**src/hdl/epfc_defs.svh**
```systemverilog
// Constants for the port flow-control and policer block
`ifndef EPFC_DEFS_SVH
`define EPFC_DEFS_SVH
`define EPFC_MAXLEN_RST 14'h05F2
`define EPFC_SPEED_RST 2'h1
`define EPFC_CIR_RST 24'h000400
`define EPFC_CBS_RST 24'h010000
`define EPFC_EBS_RST 24'h010000
`define EPFC_PAUSE_QUANTA_RST 16'hFFFF
`define EPFC_ETH_ADDR_W 14
`endif

```
**src/hdl/epfc_bucket_if.sv**
```systemverilog
// Interface between the port top and its token-bucket policer
`timescale 1ns/1ps
`default_nettype none
interface epfc_bucket_if;
  logic [23:0] cir;
  logic [23:0] cbs;
  logic [23:0] ebs;
  logic frame_req;
  logic [13:0] frame_len;
  logic frame_pass;
  logic frame_drop;
  logic [23:0] committed_level;
  logic [23:0] excess_level;
  modport port (output cir, cbs, ebs, frame_req, frame_len,
    input frame_pass, frame_drop, committed_level, excess_level);
  modport bucket (input cir, cbs, ebs, frame_req, frame_len,
    output frame_pass, frame_drop, committed_level, excess_level);
endinterface // epfc_bucket_if
`default_nettype wire

```
**src/hdl/epfc_bucket.sv**
```systemverilog
// Committed and excess token buckets that police ingress frames
`timescale 1ns/1ps
`default_nettype none
module epfc_bucket (
  // Clock and reset
  input wire logic i_clk,
  input wire logic i_rst_n,
  input wire logic i_ce,
  // Rate tick, one per credit interval
  input wire logic i_tick,
  // Policer channel
  epfc_bucket_if.bucket bus
);
  logic [23:0] c_reg;
  logic [23:0] e_reg;
  logic [23:0] c_next;
  logic [23:0] e_next;
  logic [23:0] c_fill;
  logic [23:0] e_fill;
  logic [24:0] c_sum;
  logic [25:0] e_sum;
  logic [24:0] ovf;
  logic [23:0] bits;
  logic pass_next;
  logic drop_next;

  // Credit add saturates at the committed burst; overflow spills to excess
  always_comb begin
    c_sum = {1'b0, c_reg} + (i_tick ? {1'b0, bus.cir} : 25'h0000000);
    ovf = (c_sum > {1'b0, bus.cbs}) ? c_sum - {1'b0, bus.cbs} : 25'h0000000;
    c_fill = (c_sum > {1'b0, bus.cbs}) ? bus.cbs : c_sum[23:0];
    e_sum = {2'b00, e_reg} + {1'b0, ovf};
    e_fill = (e_sum > {2'b00, bus.ebs}) ? bus.ebs : e_sum[23:0];
    bits = {7'h00, bus.frame_len, 3'h0};
    c_next = c_fill;
    e_next = e_fill;
    pass_next = 1'b0;
    drop_next = 1'b0;
    // Spend after the fill, so a tick in the same cycle is never lost
    if (bus.frame_req) begin
      if (bits <= c_fill) begin
        c_next = c_fill - bits;
        pass_next = 1'b1;
      end else if (bits <= e_fill) begin
        e_next = e_fill - bits;
        pass_next = 1'b1;
      end else begin
        drop_next = 1'b1;
      end
    end
  end

  always_ff @(posedge i_clk or negedge i_rst_n) begin
    if (!i_rst_n) begin
      c_reg <= 24'h000000;
      e_reg <= 24'h000000;
      bus.frame_pass <= 1'b0;
      bus.frame_drop <= 1'b0;
    end else if (i_ce) begin
      c_reg <= c_next;
      e_reg <= e_next;
      bus.frame_pass <= pass_next;
      bus.frame_drop <= drop_next;
    end
  end

  assign bus.committed_level = c_reg;
  assign bus.excess_level = e_reg;

  // ==========================================================
  // Checks
  excess_cap_a: assert property (@(posedge i_clk) disable iff (!i_rst_n)
    $past(i_ce) |-> (e_reg <= bus.ebs || $changed(bus.ebs))) else $error("excess over cap");
  pass_drop_excl_a: assert property (@(posedge i_clk) disable iff (!i_rst_n)
    !(bus.frame_pass && bus.frame_drop)) else $error("pass and drop together");
  spend_credit_a: assert property (@(posedge i_clk) disable iff (!i_rst_n)
    (i_ce && bus.frame_req && bits <= c_fill) |=> bus.frame_pass)
    else $error("committed frame not passed");
  drop_cov: cover property (@(posedge i_clk) bus.frame_drop);
endmodule // epfc_bucket
`default_nettype wire

```
**src/hdl/epfc_port.sv**
```systemverilog
// Per-port Ethernet settings, PAUSE flow control and policer top
// ==========================================================
// Function
// - Flow control on: send PAUSE when receive buffers congest, obey peer PAUSE.
// - Flow control off: never send PAUSE, drop received PAUSE frames silently.
// - Local enable alone decides PAUSE behaviour, no negotiation with peer.
// - Accept frames up to max size; size changes only while locked out of service.
// - Speed changes only while locked out of service.
// - Mismatch alarm while media type does not suit module; clears on match.
// - Committed information rate guaranteed; changes only while locked.
// - Committed burst caps the committed credit in bits; changes only while locked.
// - Read-only port identifier slot-port plus gigabit or ten-gigabit rate.
// - Unused committed credit accumulates up to excess burst and is spent later.
`timescale 1ns/1ps
`default_nettype none
`include "epfc_defs.svh"
module epfc_port #(
  parameter logic [3:0] SLOT_ID = 4'h1,
  parameter logic [3:0] PORT_ID = 4'h1,
  parameter logic TEN_GIG_CARD = 1'b0
) (
  // Clock and reset
  input wire logic I_CLOCK,
  input wire logic I_RST_N,
  input wire logic I_CE,
  // Management settings
  input wire logic I_OOS_LOCKED,
  input wire logic I_FLOW_CTRL_EN,
  input wire logic I_MAXLEN_WR,
  input wire logic [13:0] I_MAXLEN,
  input wire logic I_SPEED_WR,
  input wire logic [1:0] I_SPEED,
  input wire logic I_CIR_WR,
  input wire logic [23:0] I_CIR,
  input wire logic I_CBS_WR,
  input wire logic [23:0] I_CBS,
  input wire logic I_EBS_WR,
  input wire logic [23:0] I_EBS,
  input wire logic I_MEDIA_WR,
  input wire logic [3:0] I_MEDIA,
  input wire logic [3:0] I_MODULE_MEDIA,
  input wire logic I_RATE_TICK,
  // Receive side
  input wire logic I_RX_CONGESTED,
  input wire logic I_RX_FRAME_END,
  input wire logic [13:0] I_RX_FRAME_LEN,
  input wire logic I_RX_IS_PAUSE,
  input wire logic [15:0] I_RX_PAUSE_QUANTA,
  // Transmit side
  input wire logic I_TX_PAUSE_ACK,
  output logic O_TX_PAUSE_REQ,
  output logic [15:0] O_TX_PAUSE_QUANTA,
  output logic O_TX_HOLD,
  // Frame verdicts
  output logic O_RX_ACCEPT,
  output logic O_RX_DISCARD,
  // Status
  output logic [13:0] O_MAXLEN,
  output logic [1:0] O_SPEED,
  output logic [23:0] O_CIR,
  output logic [23:0] O_CBS,
  output logic [23:0] O_EBS,
  output logic O_PROVISIONING_MISMATCH_ALARM_ALARM,
  output logic [8:0] O_PORT_ID,
  output logic [23:0] O_CREDIT_LEVEL
);
  logic [13:0] maxlen_reg;
  logic [1:0] speed_reg;
  logic [23:0] cir_reg;
  logic [23:0] cbs_reg;
  logic [23:0] ebs_reg;
  logic [3:0] media_reg;
  logic alarm_reg;
  logic cong_reg;
  logic pause_req_reg;
  logic [15:0] hold_reg;
  logic accept_reg;
  logic discard_reg;
  logic reject_reg;
  epfc_bucket_if bkt ();

  // Locked-only writes take effect only while out of service
  function automatic logic lock_ok(input logic wr, input logic locked);
    return wr && locked;
  endfunction

  // ==========================================================
  // Provisioned settings
  always_ff @(posedge I_CLOCK or negedge I_RST_N) begin
    if (!I_RST_N) begin
      maxlen_reg <= `EPFC_MAXLEN_RST;
      speed_reg <= `EPFC_SPEED_RST;
      cir_reg <= `EPFC_CIR_RST;
      cbs_reg <= `EPFC_CBS_RST;
      ebs_reg <= `EPFC_EBS_RST;
    end else if (I_CE) begin
      if (lock_ok(I_MAXLEN_WR, I_OOS_LOCKED)) maxlen_reg <= I_MAXLEN;
      if (lock_ok(I_SPEED_WR, I_OOS_LOCKED)) speed_reg <= I_SPEED;
      if (lock_ok(I_CIR_WR, I_OOS_LOCKED)) cir_reg <= I_CIR;
      if (lock_ok(I_CBS_WR, I_OOS_LOCKED)) cbs_reg <= I_CBS;
      if (lock_ok(I_EBS_WR, I_OOS_LOCKED)) ebs_reg <= I_EBS;
    end
  end

  // ==========================================================
  // Media type and mismatch alarm
  always_ff @(posedge I_CLOCK or negedge I_RST_N) begin
    if (!I_RST_N) begin
      media_reg <= 4'h0;
      alarm_reg <= 1'b0;
    end else if (I_CE) begin
      if (I_MEDIA_WR) media_reg <= I_MEDIA;
      // Zero module code means no module fitted, so nothing can mismatch
      alarm_reg <= (I_MODULE_MEDIA != 4'h0) && (media_reg != I_MODULE_MEDIA);
    end
  end

  // ==========================================================
  // PAUSE transmit: edge on congestion, independent of peer setting
  always_ff @(posedge I_CLOCK or negedge I_RST_N) begin
    if (!I_RST_N) begin
      cong_reg <= 1'b0;
      pause_req_reg <= 1'b0;
    end else if (I_CE) begin
      cong_reg <= I_RX_CONGESTED;
      if (!I_FLOW_CTRL_EN)
        pause_req_reg <= 1'b0;
      else if (I_RX_CONGESTED && !cong_reg)
        pause_req_reg <= 1'b1;
      else if (I_TX_PAUSE_ACK)
        pause_req_reg <= 1'b0;
    end
  end

  // ==========================================================
  // PAUSE receive: hold transmit for the quanta, or discard
  always_ff @(posedge I_CLOCK or negedge I_RST_N) begin
    if (!I_RST_N) begin
      hold_reg <= 16'h0000;
    end else if (I_CE) begin
      if (!I_FLOW_CTRL_EN)
        hold_reg <= 16'h0000;
      else if (I_RX_FRAME_END && I_RX_IS_PAUSE)
        hold_reg <= I_RX_PAUSE_QUANTA;
      else if (hold_reg != 16'h0000)
        hold_reg <= hold_reg - 16'h0001;
    end
  end

  // ==========================================================
  // Frame admission: size check, then policer verdict
  always_ff @(posedge I_CLOCK or negedge I_RST_N) begin
    if (!I_RST_N) begin
      accept_reg <= 1'b0;
      discard_reg <= 1'b0;
      reject_reg <= 1'b0;
    end else if (I_CE) begin
      reject_reg <= 1'b0;
      if (I_RX_FRAME_END) begin
        // PAUSE frames are consumed here, never forwarded
        if (I_RX_IS_PAUSE)
          reject_reg <= 1'b1;
        else if (I_RX_FRAME_LEN > maxlen_reg)
          reject_reg <= 1'b1;
      end
      // Early rejects wait a cycle so verdicts keep frame order and never collide
      accept_reg <= bkt.frame_pass;
      discard_reg <= reject_reg || bkt.frame_drop;
    end
  end

  assign bkt.cir = cir_reg;
  assign bkt.cbs = cbs_reg;
  assign bkt.ebs = ebs_reg;
  assign bkt.frame_req = I_RX_FRAME_END && !I_RX_IS_PAUSE && (I_RX_FRAME_LEN <= maxlen_reg);
  assign bkt.frame_len = I_RX_FRAME_LEN;

  epfc_bucket u_bucket (
    .i_clk(I_CLOCK),
    .i_rst_n(I_RST_N),
    .i_ce(I_CE),
    .i_tick(I_RATE_TICK),
    .bus(bkt.bucket)
  );

  assign O_TX_PAUSE_REQ = pause_req_reg;
  assign O_TX_PAUSE_QUANTA = `EPFC_PAUSE_QUANTA_RST;
  assign O_TX_HOLD = (hold_reg != 16'h0000);
  assign O_RX_ACCEPT = accept_reg;
  assign O_RX_DISCARD = discard_reg;
  assign O_MAXLEN = maxlen_reg;
  assign O_SPEED = speed_reg;
  assign O_CIR = cir_reg;
  assign O_CBS = cbs_reg;
  assign O_EBS = ebs_reg;
  assign O_PROVISIONING_MISMATCH_ALARM_ALARM = alarm_reg;
  assign O_PORT_ID = {SLOT_ID, PORT_ID, TEN_GIG_CARD};
  assign O_CREDIT_LEVEL = bkt.committed_level;

  // ==========================================================
  // Checks
  locked_maxlen_a: assert property (@(posedge I_CLOCK) disable iff (!I_RST_N)
    (I_CE && !I_OOS_LOCKED) |=> $stable(maxlen_reg)) else $error("max size moved in service");
  locked_speed_a: assert property (@(posedge I_CLOCK) disable iff (!I_RST_N)
    (I_CE && !I_OOS_LOCKED) |=> $stable(speed_reg)) else $error("speed moved in service");
  locked_rate_a: assert property (@(posedge I_CLOCK) disable iff (!I_RST_N)
    (I_CE && !I_OOS_LOCKED) |=> ($stable(cir_reg) && $stable(cbs_reg) && $stable(ebs_reg)))
    else $error("rate moved in service");
  no_pause_off_a: assert property (@(posedge I_CLOCK) disable iff (!I_RST_N)
    (I_CE && !I_FLOW_CTRL_EN) |=> (!O_TX_PAUSE_REQ && !O_TX_HOLD))
    else $error("pause active while disabled");
  pause_on_cong_a: assert property (@(posedge I_CLOCK) disable iff (!I_RST_N)
    (I_CE && I_FLOW_CTRL_EN && I_RX_CONGESTED && !cong_reg) |=> O_TX_PAUSE_REQ)
    else $error("no pause on congestion");
  honor_pause_a: assert property (@(posedge I_CLOCK) disable iff (!I_RST_N)
    (I_CE && I_FLOW_CTRL_EN && I_RX_FRAME_END && I_RX_IS_PAUSE
     && I_RX_PAUSE_QUANTA != 16'h0000) |=> O_TX_HOLD)
    else $error("peer pause ignored");
  oversize_drop_a: assert property (@(posedge I_CLOCK) disable iff (!I_RST_N)
    (I_CE && I_RX_FRAME_END && I_RX_FRAME_LEN > maxlen_reg) ##1 I_CE
    |=> (O_RX_DISCARD && !O_RX_ACCEPT))
    else $error("oversize frame kept");
  alarm_track_a: assert property (@(posedge I_CLOCK) disable iff (!I_RST_N)
    (I_CE && I_MODULE_MEDIA != 4'h0 && media_reg != I_MODULE_MEDIA) |=> O_PROVISIONING_MISMATCH_ALARM_ALARM)
    else $error("mismatch not raised");
  pause_cov: cover property (@(posedge I_CLOCK) O_TX_PAUSE_REQ && I_TX_PAUSE_ACK);
  hold_cov: cover property (@(posedge I_CLOCK) O_TX_HOLD);
  accept_cov: cover property (@(posedge I_CLOCK) O_RX_ACCEPT);
  alarm_cov: cover property (@(posedge I_CLOCK) $fell(O_PROVISIONING_MISMATCH_ALARM_ALARM));
endmodule // epfc_port
`default_nettype wire

```
**config.mk**
```make
export PLATFORM = sky130hd
export DESIGN_NAME = epfc_port
export DESIGN_NICKNAME = d
export VERILOG_FILES = /design/src/hdl/epfc_bucket_if.sv /design/src/hdl/epfc_bucket.sv /design/src/hdl/epfc_port.sv
export VERILOG_INCLUDE_DIRS = /design/src /design/src/hdl
export SDC_FILE = /design/constraint.sdc
export NUM_CORES = 1
export LEC_CHECK = 0
export BUFFER_PORTS_ARGS = -buffer_cell sky130_fd_sc_hd__buf_2
export CORE_MARGIN = 2
export CORE_UTILIZATION = 55
export CTS_BUF_LIST = sky130_fd_sc_hd__clkbuf_16
export DETAILED_ROUTE_END_ITERATION = 10
export GPL_ROUTABILITY_DRIVEN = 0
export PLACE_DENSITY = 0.88
export SLEW_MARGIN = 40
export SYNTH_ARGS = -nofsm -noshare
export SYNTH_HDL_FRONTEND = slang
export SYNTH_SLANG_ARGS = --single-unit
```
**constraint.sdc**
```tcl
create_clock -name I_CLOCK -period 12.7 [get_ports I_CLOCK]
set_clock_uncertainty 0.1 [all_clocks]
set_input_delay 1.27 -clock I_CLOCK [delete_from_list [all_inputs] [get_ports I_CLOCK]]
set_output_delay 1.27 -clock I_CLOCK [all_outputs]
set_load 0.01 [all_outputs]
```
==> results.sh, run 1 <==
export IMPL_wl_per_cell_um=18.25
export IMPL_slew_headroom=0.4727
export IMPL_first_global_vias=13050
export IMPL_slowest_stage="ha_1"
export IMPL_place_area_mm2=0.01579
export IMPL_cts_buffers_inserted=17
export IMPL_ant_nets=0
export IMPL_htreeDepth=4
export IMPL_async_reset_ff_frac=1.000
export IMPL_path_class="input pin to flop"
export IMPL_synthesis_area_per_instance_um2=8.614
export IMPL_crit_required_ns=12.94
export IMPL_clock_sinks=164
export IMPL_core_mm2=0.02533
export IMPL_slew_violations=0
export IMPL_synth_seq_area_share=0.2881
export IMPL_crit_family="compound AO/OA/AOI/OAI gates"
export IMPL_status="finished, final reports clean"
export IMPL_arrival_ns=12.48
export IMPL_tightest_slew_ns=0.7827
export IMPL_drt_total_wl_um=40910
export IMPL_insertion_delay_ns=0.45
export IMPL_timing_hold_ws_ns=0.3940
export IMPL_multi_input_area_mm2=0.009518
export IMPL_synth_flop_cell="dfrtp_1"
export IMPL_fp_dieW_um=165.2
export IMPL_crit_reg2reg_launch="O_CIR[0]"
export IMPL_ys_ff_latch=164
export IMPL_syn_inst=1659
export IMPL_track_usage=0.2931
export IMPL_clk_pin_slew_ns=0.07
export IMPL_synth_edf_count=0
export IMPL_rows=58
export IMPL_min_from="u_bucket.bus.frame_pass"
export IMPL_max_stage_delay_ns=0.42
export IMPL_cts_root_buf="clkbuf_16"
export IMPL_clock_tree_buffer_depth=2
export IMPL_drive_gt1_frac=0.2510
export IMPL_ys_warn_count=0
export IMPL_cts_tree="yes"
export IMPL_start_kind="input pin"
export IMPL_io_buffers=258
export IMPL_grt_pass1_wl_um=63250
export IMPL_place_hpwl_um=31480
export IMPL_fill_cells=1938
export IMPL_fin_area_mm2=0.01659
export IMPL_firstDrtPassIters=5
export IMPL_antenna_found_initial=0
export IMPL_crit_path_max_fanout=23
export IMPL_routed_via_density=6.031
export IMPL_drc=0
export IMPL_vias=13520
export IMPL_post_route_period_util=0.9635
export IMPL_final_net_count=2185
export IMPL_grt_start_max_net_pins=94
export IMPL_post_route_util=0.6552
export IMPL_io_pins=284
export IMPL_fmaxAchievable_mhz=81.72
export IMPL_area_delta_synth_final_pct=16.11
export IMPL_hold_buffers=0
export IMPL_path_common_cell="a21o_1"
export IMPL_hold_viol_final=0
export IMPL_endpoint_kind="flop"
export IMPL_drtIter0Drc=1080
export IMPL_n_antenna_cell=0
export IMPL_start_util=0.5643
export IMPL_drv_cap=0
export IMPL_period_minus_slack_ns=12.24
export IMPL_die_area_mm2=0.02729
export IMPL_die_height_um=165.2
export IMPL_regArea_mm2=0.004118
export IMPL_path_buf_inv=6
export IMPL_synthDistinctLibCells=85
export IMPL_setup_viol=0
export IMPL_min_path_type="flop to flop"
export IMPL_startpoint="I_RATE_TICK"
export IMPL_gr_total_overflow=0
export IMPL_synth_cell_area_mm2=0.01429
synthesized netlist by cell type, drive strengths merged (32+ instances only):
master,instances,share of area
o21ai,120,0.042
nor2,143,0.038
ha,139,0.12
clkbuf,44,0.012
inv,115,0.030
dfrtp,153,0.27
mux2i,34,0.024
nor3,32,0.011
a21o,53,0.028
mux2,106,0.084
nand2,118,0.031
nand3,38,0.013
buf,40,0.020
a21oi,137,0.049
xnor2,62,0.038
timing repair:
action / 4_1_cts / 5_1_grt
setup endpoints to repair: 1 / 23
setup buffers: 0 / 8
pin swaps: 0 / 10
resized for setup: 1 / 30
through the flow:
step / setup TNS (ns) / instances / setup WS, ns
after floorplan: 0 / 1682 / 0.006787
after global placement: 0 / 2202 / 0.1623
after detailed placement: -3.406 / 2202 / -0.3000
after CTS: 0 / 2234 / 0.05644
after global routing: -0.02262 / 2242 / -0.02262
final: 0 / 2242 / 0.4629
per-layer routing:
layer	vias to the layer above	GRT usage	share of wire
met3	133	0.05270	0.080
met2	699	0.4875	0.47
met5	-	0	0
li1	6379	-	-
met1	6310	0.3572	0.39
met4	0	0.1696	0.055
cell type report:
type | instances | share of cell area
clock buffer | 17 | 0.02564
clock inverter | 15 | 0.01161
inverter | 115 | 0.02601
multi-input combinational | 1319 | 0.5736
sequential | 164 | 0.2482
tap | 330 | 0.02488
timing repair buffer | 282 | 0.09011
final timing paths:
check                                           endpoint  slack, ns  cells after the start
min in group asynchronous                       O_CBS[8]       0.79                      1
hold / removal                   u_bucket.bus.frame_pass       0.39                      2
max in group asynchronous        u_bucket.bus.frame_pass      10.58                      2
setup reg to reg           u_bucket.bus.excess_level[23]       1.02                     52
hold reg to reg                  u_bucket.bus.frame_pass       0.39                      2
setup / recovery           u_bucket.bus.excess_level[23]       0.46                     53
layout by cell type (no fill, tap or decap), types with 16 or more instances in the layout:
cell | Yosys | routed
buf_2 | 7 | 257
dfrtp_1 | 153 | 153
nor2_1 | 143 | 143
ha_1 | 139 | 139
a21oi_1 | 136 | 130
nand2_1 | 117 | 116
o21ai_0 | 117 | 114
inv_1 | 115 | 114
mux2_2 | 106 | 106
xnor2_1 | 62 | 61
a21o_1 | 53 | 53
nand3_1 | 38 | 37
mux2i_1 | 33 | 32
nor3_1 | 32 | 31
xor2_1 | 30 | 30
and2_1 | 28 | 28
conb_1 | 2 | 25
nand4_1 | 20 | 20
buf_4 | 28 | 20
o21a_1 | 17 | 17
clkbuf_16 | 0 | 17
nand2b_1 | 16 | 16
worst min-delay path: cells and delay by family (launching register included):
kind               cells  cell delay [ns]
AOI/OAI and AO/OA      1             0.05
and+or+nand+nor        1             0.06
DFF                    1             0.35
logic make-up after synthesis:
family	count (synthesis)	synth area share
flip-flops	164	0.2881
adder cells (fa/ha/maj)	144	0.1287
AO/OA/AOI/OAI	450	0.1997
multiplexers	140	0.1076
XOR/XNOR	92	0.05638
buffers and inverters	199	0.06128
AND/OR/NAND/NOR	468	0.1577
other	2	0.0005255
Power of run 1 is left out: the tool's default activity adds up to more than one toggle a clock period on the data nets, which glitch-free logic cannot reach.
==> run 2: changes to the inputs <==
- PLACE_DENSITY: 0.88 -> 0.8
- clock period: 12.7 -> 15.7 ns (I/O delays scaled with it)
==> run 2 against run 1 <==
Effect of this change:
- non-clock buffer count decreased by 15
- hold slack improved by 0.00092 ns
- sequential share of layout area increased by 0.41 points
- critical path type unchanged
- wire length decreased by 5.2%
- cell area decreased by 1.6%
- cell count decreased by 0.67%
- global-route usage decreased by 1.1 points
- via count decreased by 2.1%
- utilization decreased by 1.1 points
==> results.sh, run 2 (synthesis gave the netlist of run 1 again) <==
export IMPL_postCtsSetupBuffers=0
export IMPL_fp_dieW_um=165.2
export IMPL_cts_buffers_inserted=17
export IMPL_cts_root_buf="clkbuf_16"
export IMPL_hold_buffers=0
export IMPL_io_buffers=258
export IMPL_crit_required_ns=15.88
export IMPL_htreeDepth=4
export IMPL_clk_pin_slew_ns=0.07
export IMPL_die_height_um=165.2
export IMPL_fmaxAchievable_mhz=69.80
export IMPL_ant_nets=0
export IMPL_startpoint="I_RATE_TICK"
export IMPL_cp_endpoint="u_bucket.bus.excess_level[14]"
export IMPL_arrival_ns=14.51
export IMPL_period_minus_slack_ns=14.33
export IMPL_drc=0
export IMPL_start_util=0.5643
export IMPL_regToRegEndpoint="u_bucket.bus.excess_level[14]"
export IMPL_rows=58
export IMPL_max_stage_delay_ns=0.62
export IMPL_antenna_found_initial=0
export IMPL_layout_commonest_cell="buf_2"
export IMPL_firstDrtPassIters=6
export IMPL_routed_via_density=5.946
export IMPL_clock_tree_buffer_depth=2
export IMPL_setup_viol=0
export IMPL_slowest_stage="and2_1"
export IMPL_place_area_mm2=0.01574
export IMPL_status="finished, final reports clean"
export IMPL_layout_common_cells="buf_2, dfrtp_1, nor2_1, ha_1, a21oi_1"
export IMPL_rsz0062_at_grt="no"
export IMPL_area_delta_synth_final_pct=14.24
export IMPL_setup_ws_ns=1.373
export IMPL_min_path_type="flop to flop"
export IMPL_post_place_ws_ns=1.405
export IMPL_path_common_cell="a21oi_1"
export IMPL_gr_total_overflow=0
export IMPL_endpoint_kind="flop"
export IMPL_io_pins=284
export IMPL_slew_headroom=0.4377
export IMPL_first_global_vias=12420
export IMPL_crit_reg2reg_launch="O_CIR[0]"
export IMPL_cts_resized=0
export IMPL_grt_pass1_wl_um=61000
export IMPL_core_mm2=0.02533
export IMPL_crit_path_max_fanout=34
export IMPL_hold_viol_final=0
export IMPL_drive_gt1_frac=0.2335
export IMPL_cts_tree="yes"
export IMPL_insertion_delay_ns=0.44
export IMPL_drv_cap=0
export IMPL_drt_total_wl_um=38800
export IMPL_slew_violations=0
export IMPL_fin_area_mm2=0.01633
export IMPL_die_area_mm2=0.02729
export IMPL_reg2reg_depth=51
export IMPL_track_usage=0.2818
export IMPL_tightest_slew_ns=0.8378
export IMPL_place_hpwl_um=30690
export IMPL_post_route_period_util=0.9126
export IMPL_final_net_count=2170
export IMPL_drtIter0Drc=923
export IMPL_reg2reg_setup_slack_ns=2.46
export IMPL_n_antenna_cell=0
export IMPL_setup_tns_final_ns=0
export IMPL_vias=13240
export IMPL_path_class="input pin to flop"
export IMPL_grt_start_max_net_pins=99
export IMPL_start_kind="input pin"
export IMPL_clock_sinks=164
export IMPL_timing_hold_ws_ns=0.3949
export IMPL_wl_per_cell_um=17.42
## run 2: cell types whose count changed in the layout (fill, tap and decap cells not counted), sizes merged
cell,before,now
buf,281,267
bufinv,3,1
clkbuf,18,17
clkinv,3,1
clkinvlp,2,5
inv,122,123
## run 2: critical path, delay by kind of cell
kind,cells,cell delay (ns)
adder cells (fa/ha/maj),7,2.25
XOR/XNOR,1,0.34
buffers and inverters,4,1.02
AO/OA/AOI/OAI,23,5.60
multiplexers,3,1.21
AND/OR/NAND/NOR,14,2.50
## run 2: per-layer routing
metal  part of all wire  vias up  track usage
met1               0.41     6260       0.3513
met5                  0        -            0
met3              0.066       97      0.04695
met2               0.49      523       0.4843
met4              0.036        0       0.1166
li1                   -     6361            -
## run 2: stage by stage
stage                     utilization  cells
after floorplan                     -   1682
after global placement         0.6208   2195
after detailed placement       0.6214   2195
after CTS                      0.6447   2227
after global routing           0.6447   2227
final                          0.6447   2227
## run 2: layout make-up
class	instances	area [um^2]
clock buffer	17	425.4
fill	2112	9000
multi-input combinational	1319	9403
tap	330	412.9
timing repair buffer	267	1373
clock inverter	15	163.9
inverter	115	431.7
sequential	164	4118
## run 2: worst min-delay path by stage
stage,startpoint,endpoint,slack [ns],cells after the start
after global routing,O_SPEED[1],O_SPEED[1],0.43,1
after global placement,hold_reg[12],hold_reg[12],0.36,2
after detailed placement,hold_reg[12],hold_reg[12],0.38,2
final,u_bucket.bus.frame_pass,u_bucket.bus.frame_pass,0.39,2
after CTS,hold_reg[12],hold_reg[12],0.40,2
after floorplan,u_bucket.bus.frame_drop,u_bucket.bus.frame_drop,0.34,2
Power of run 2 is left out for the same reason.
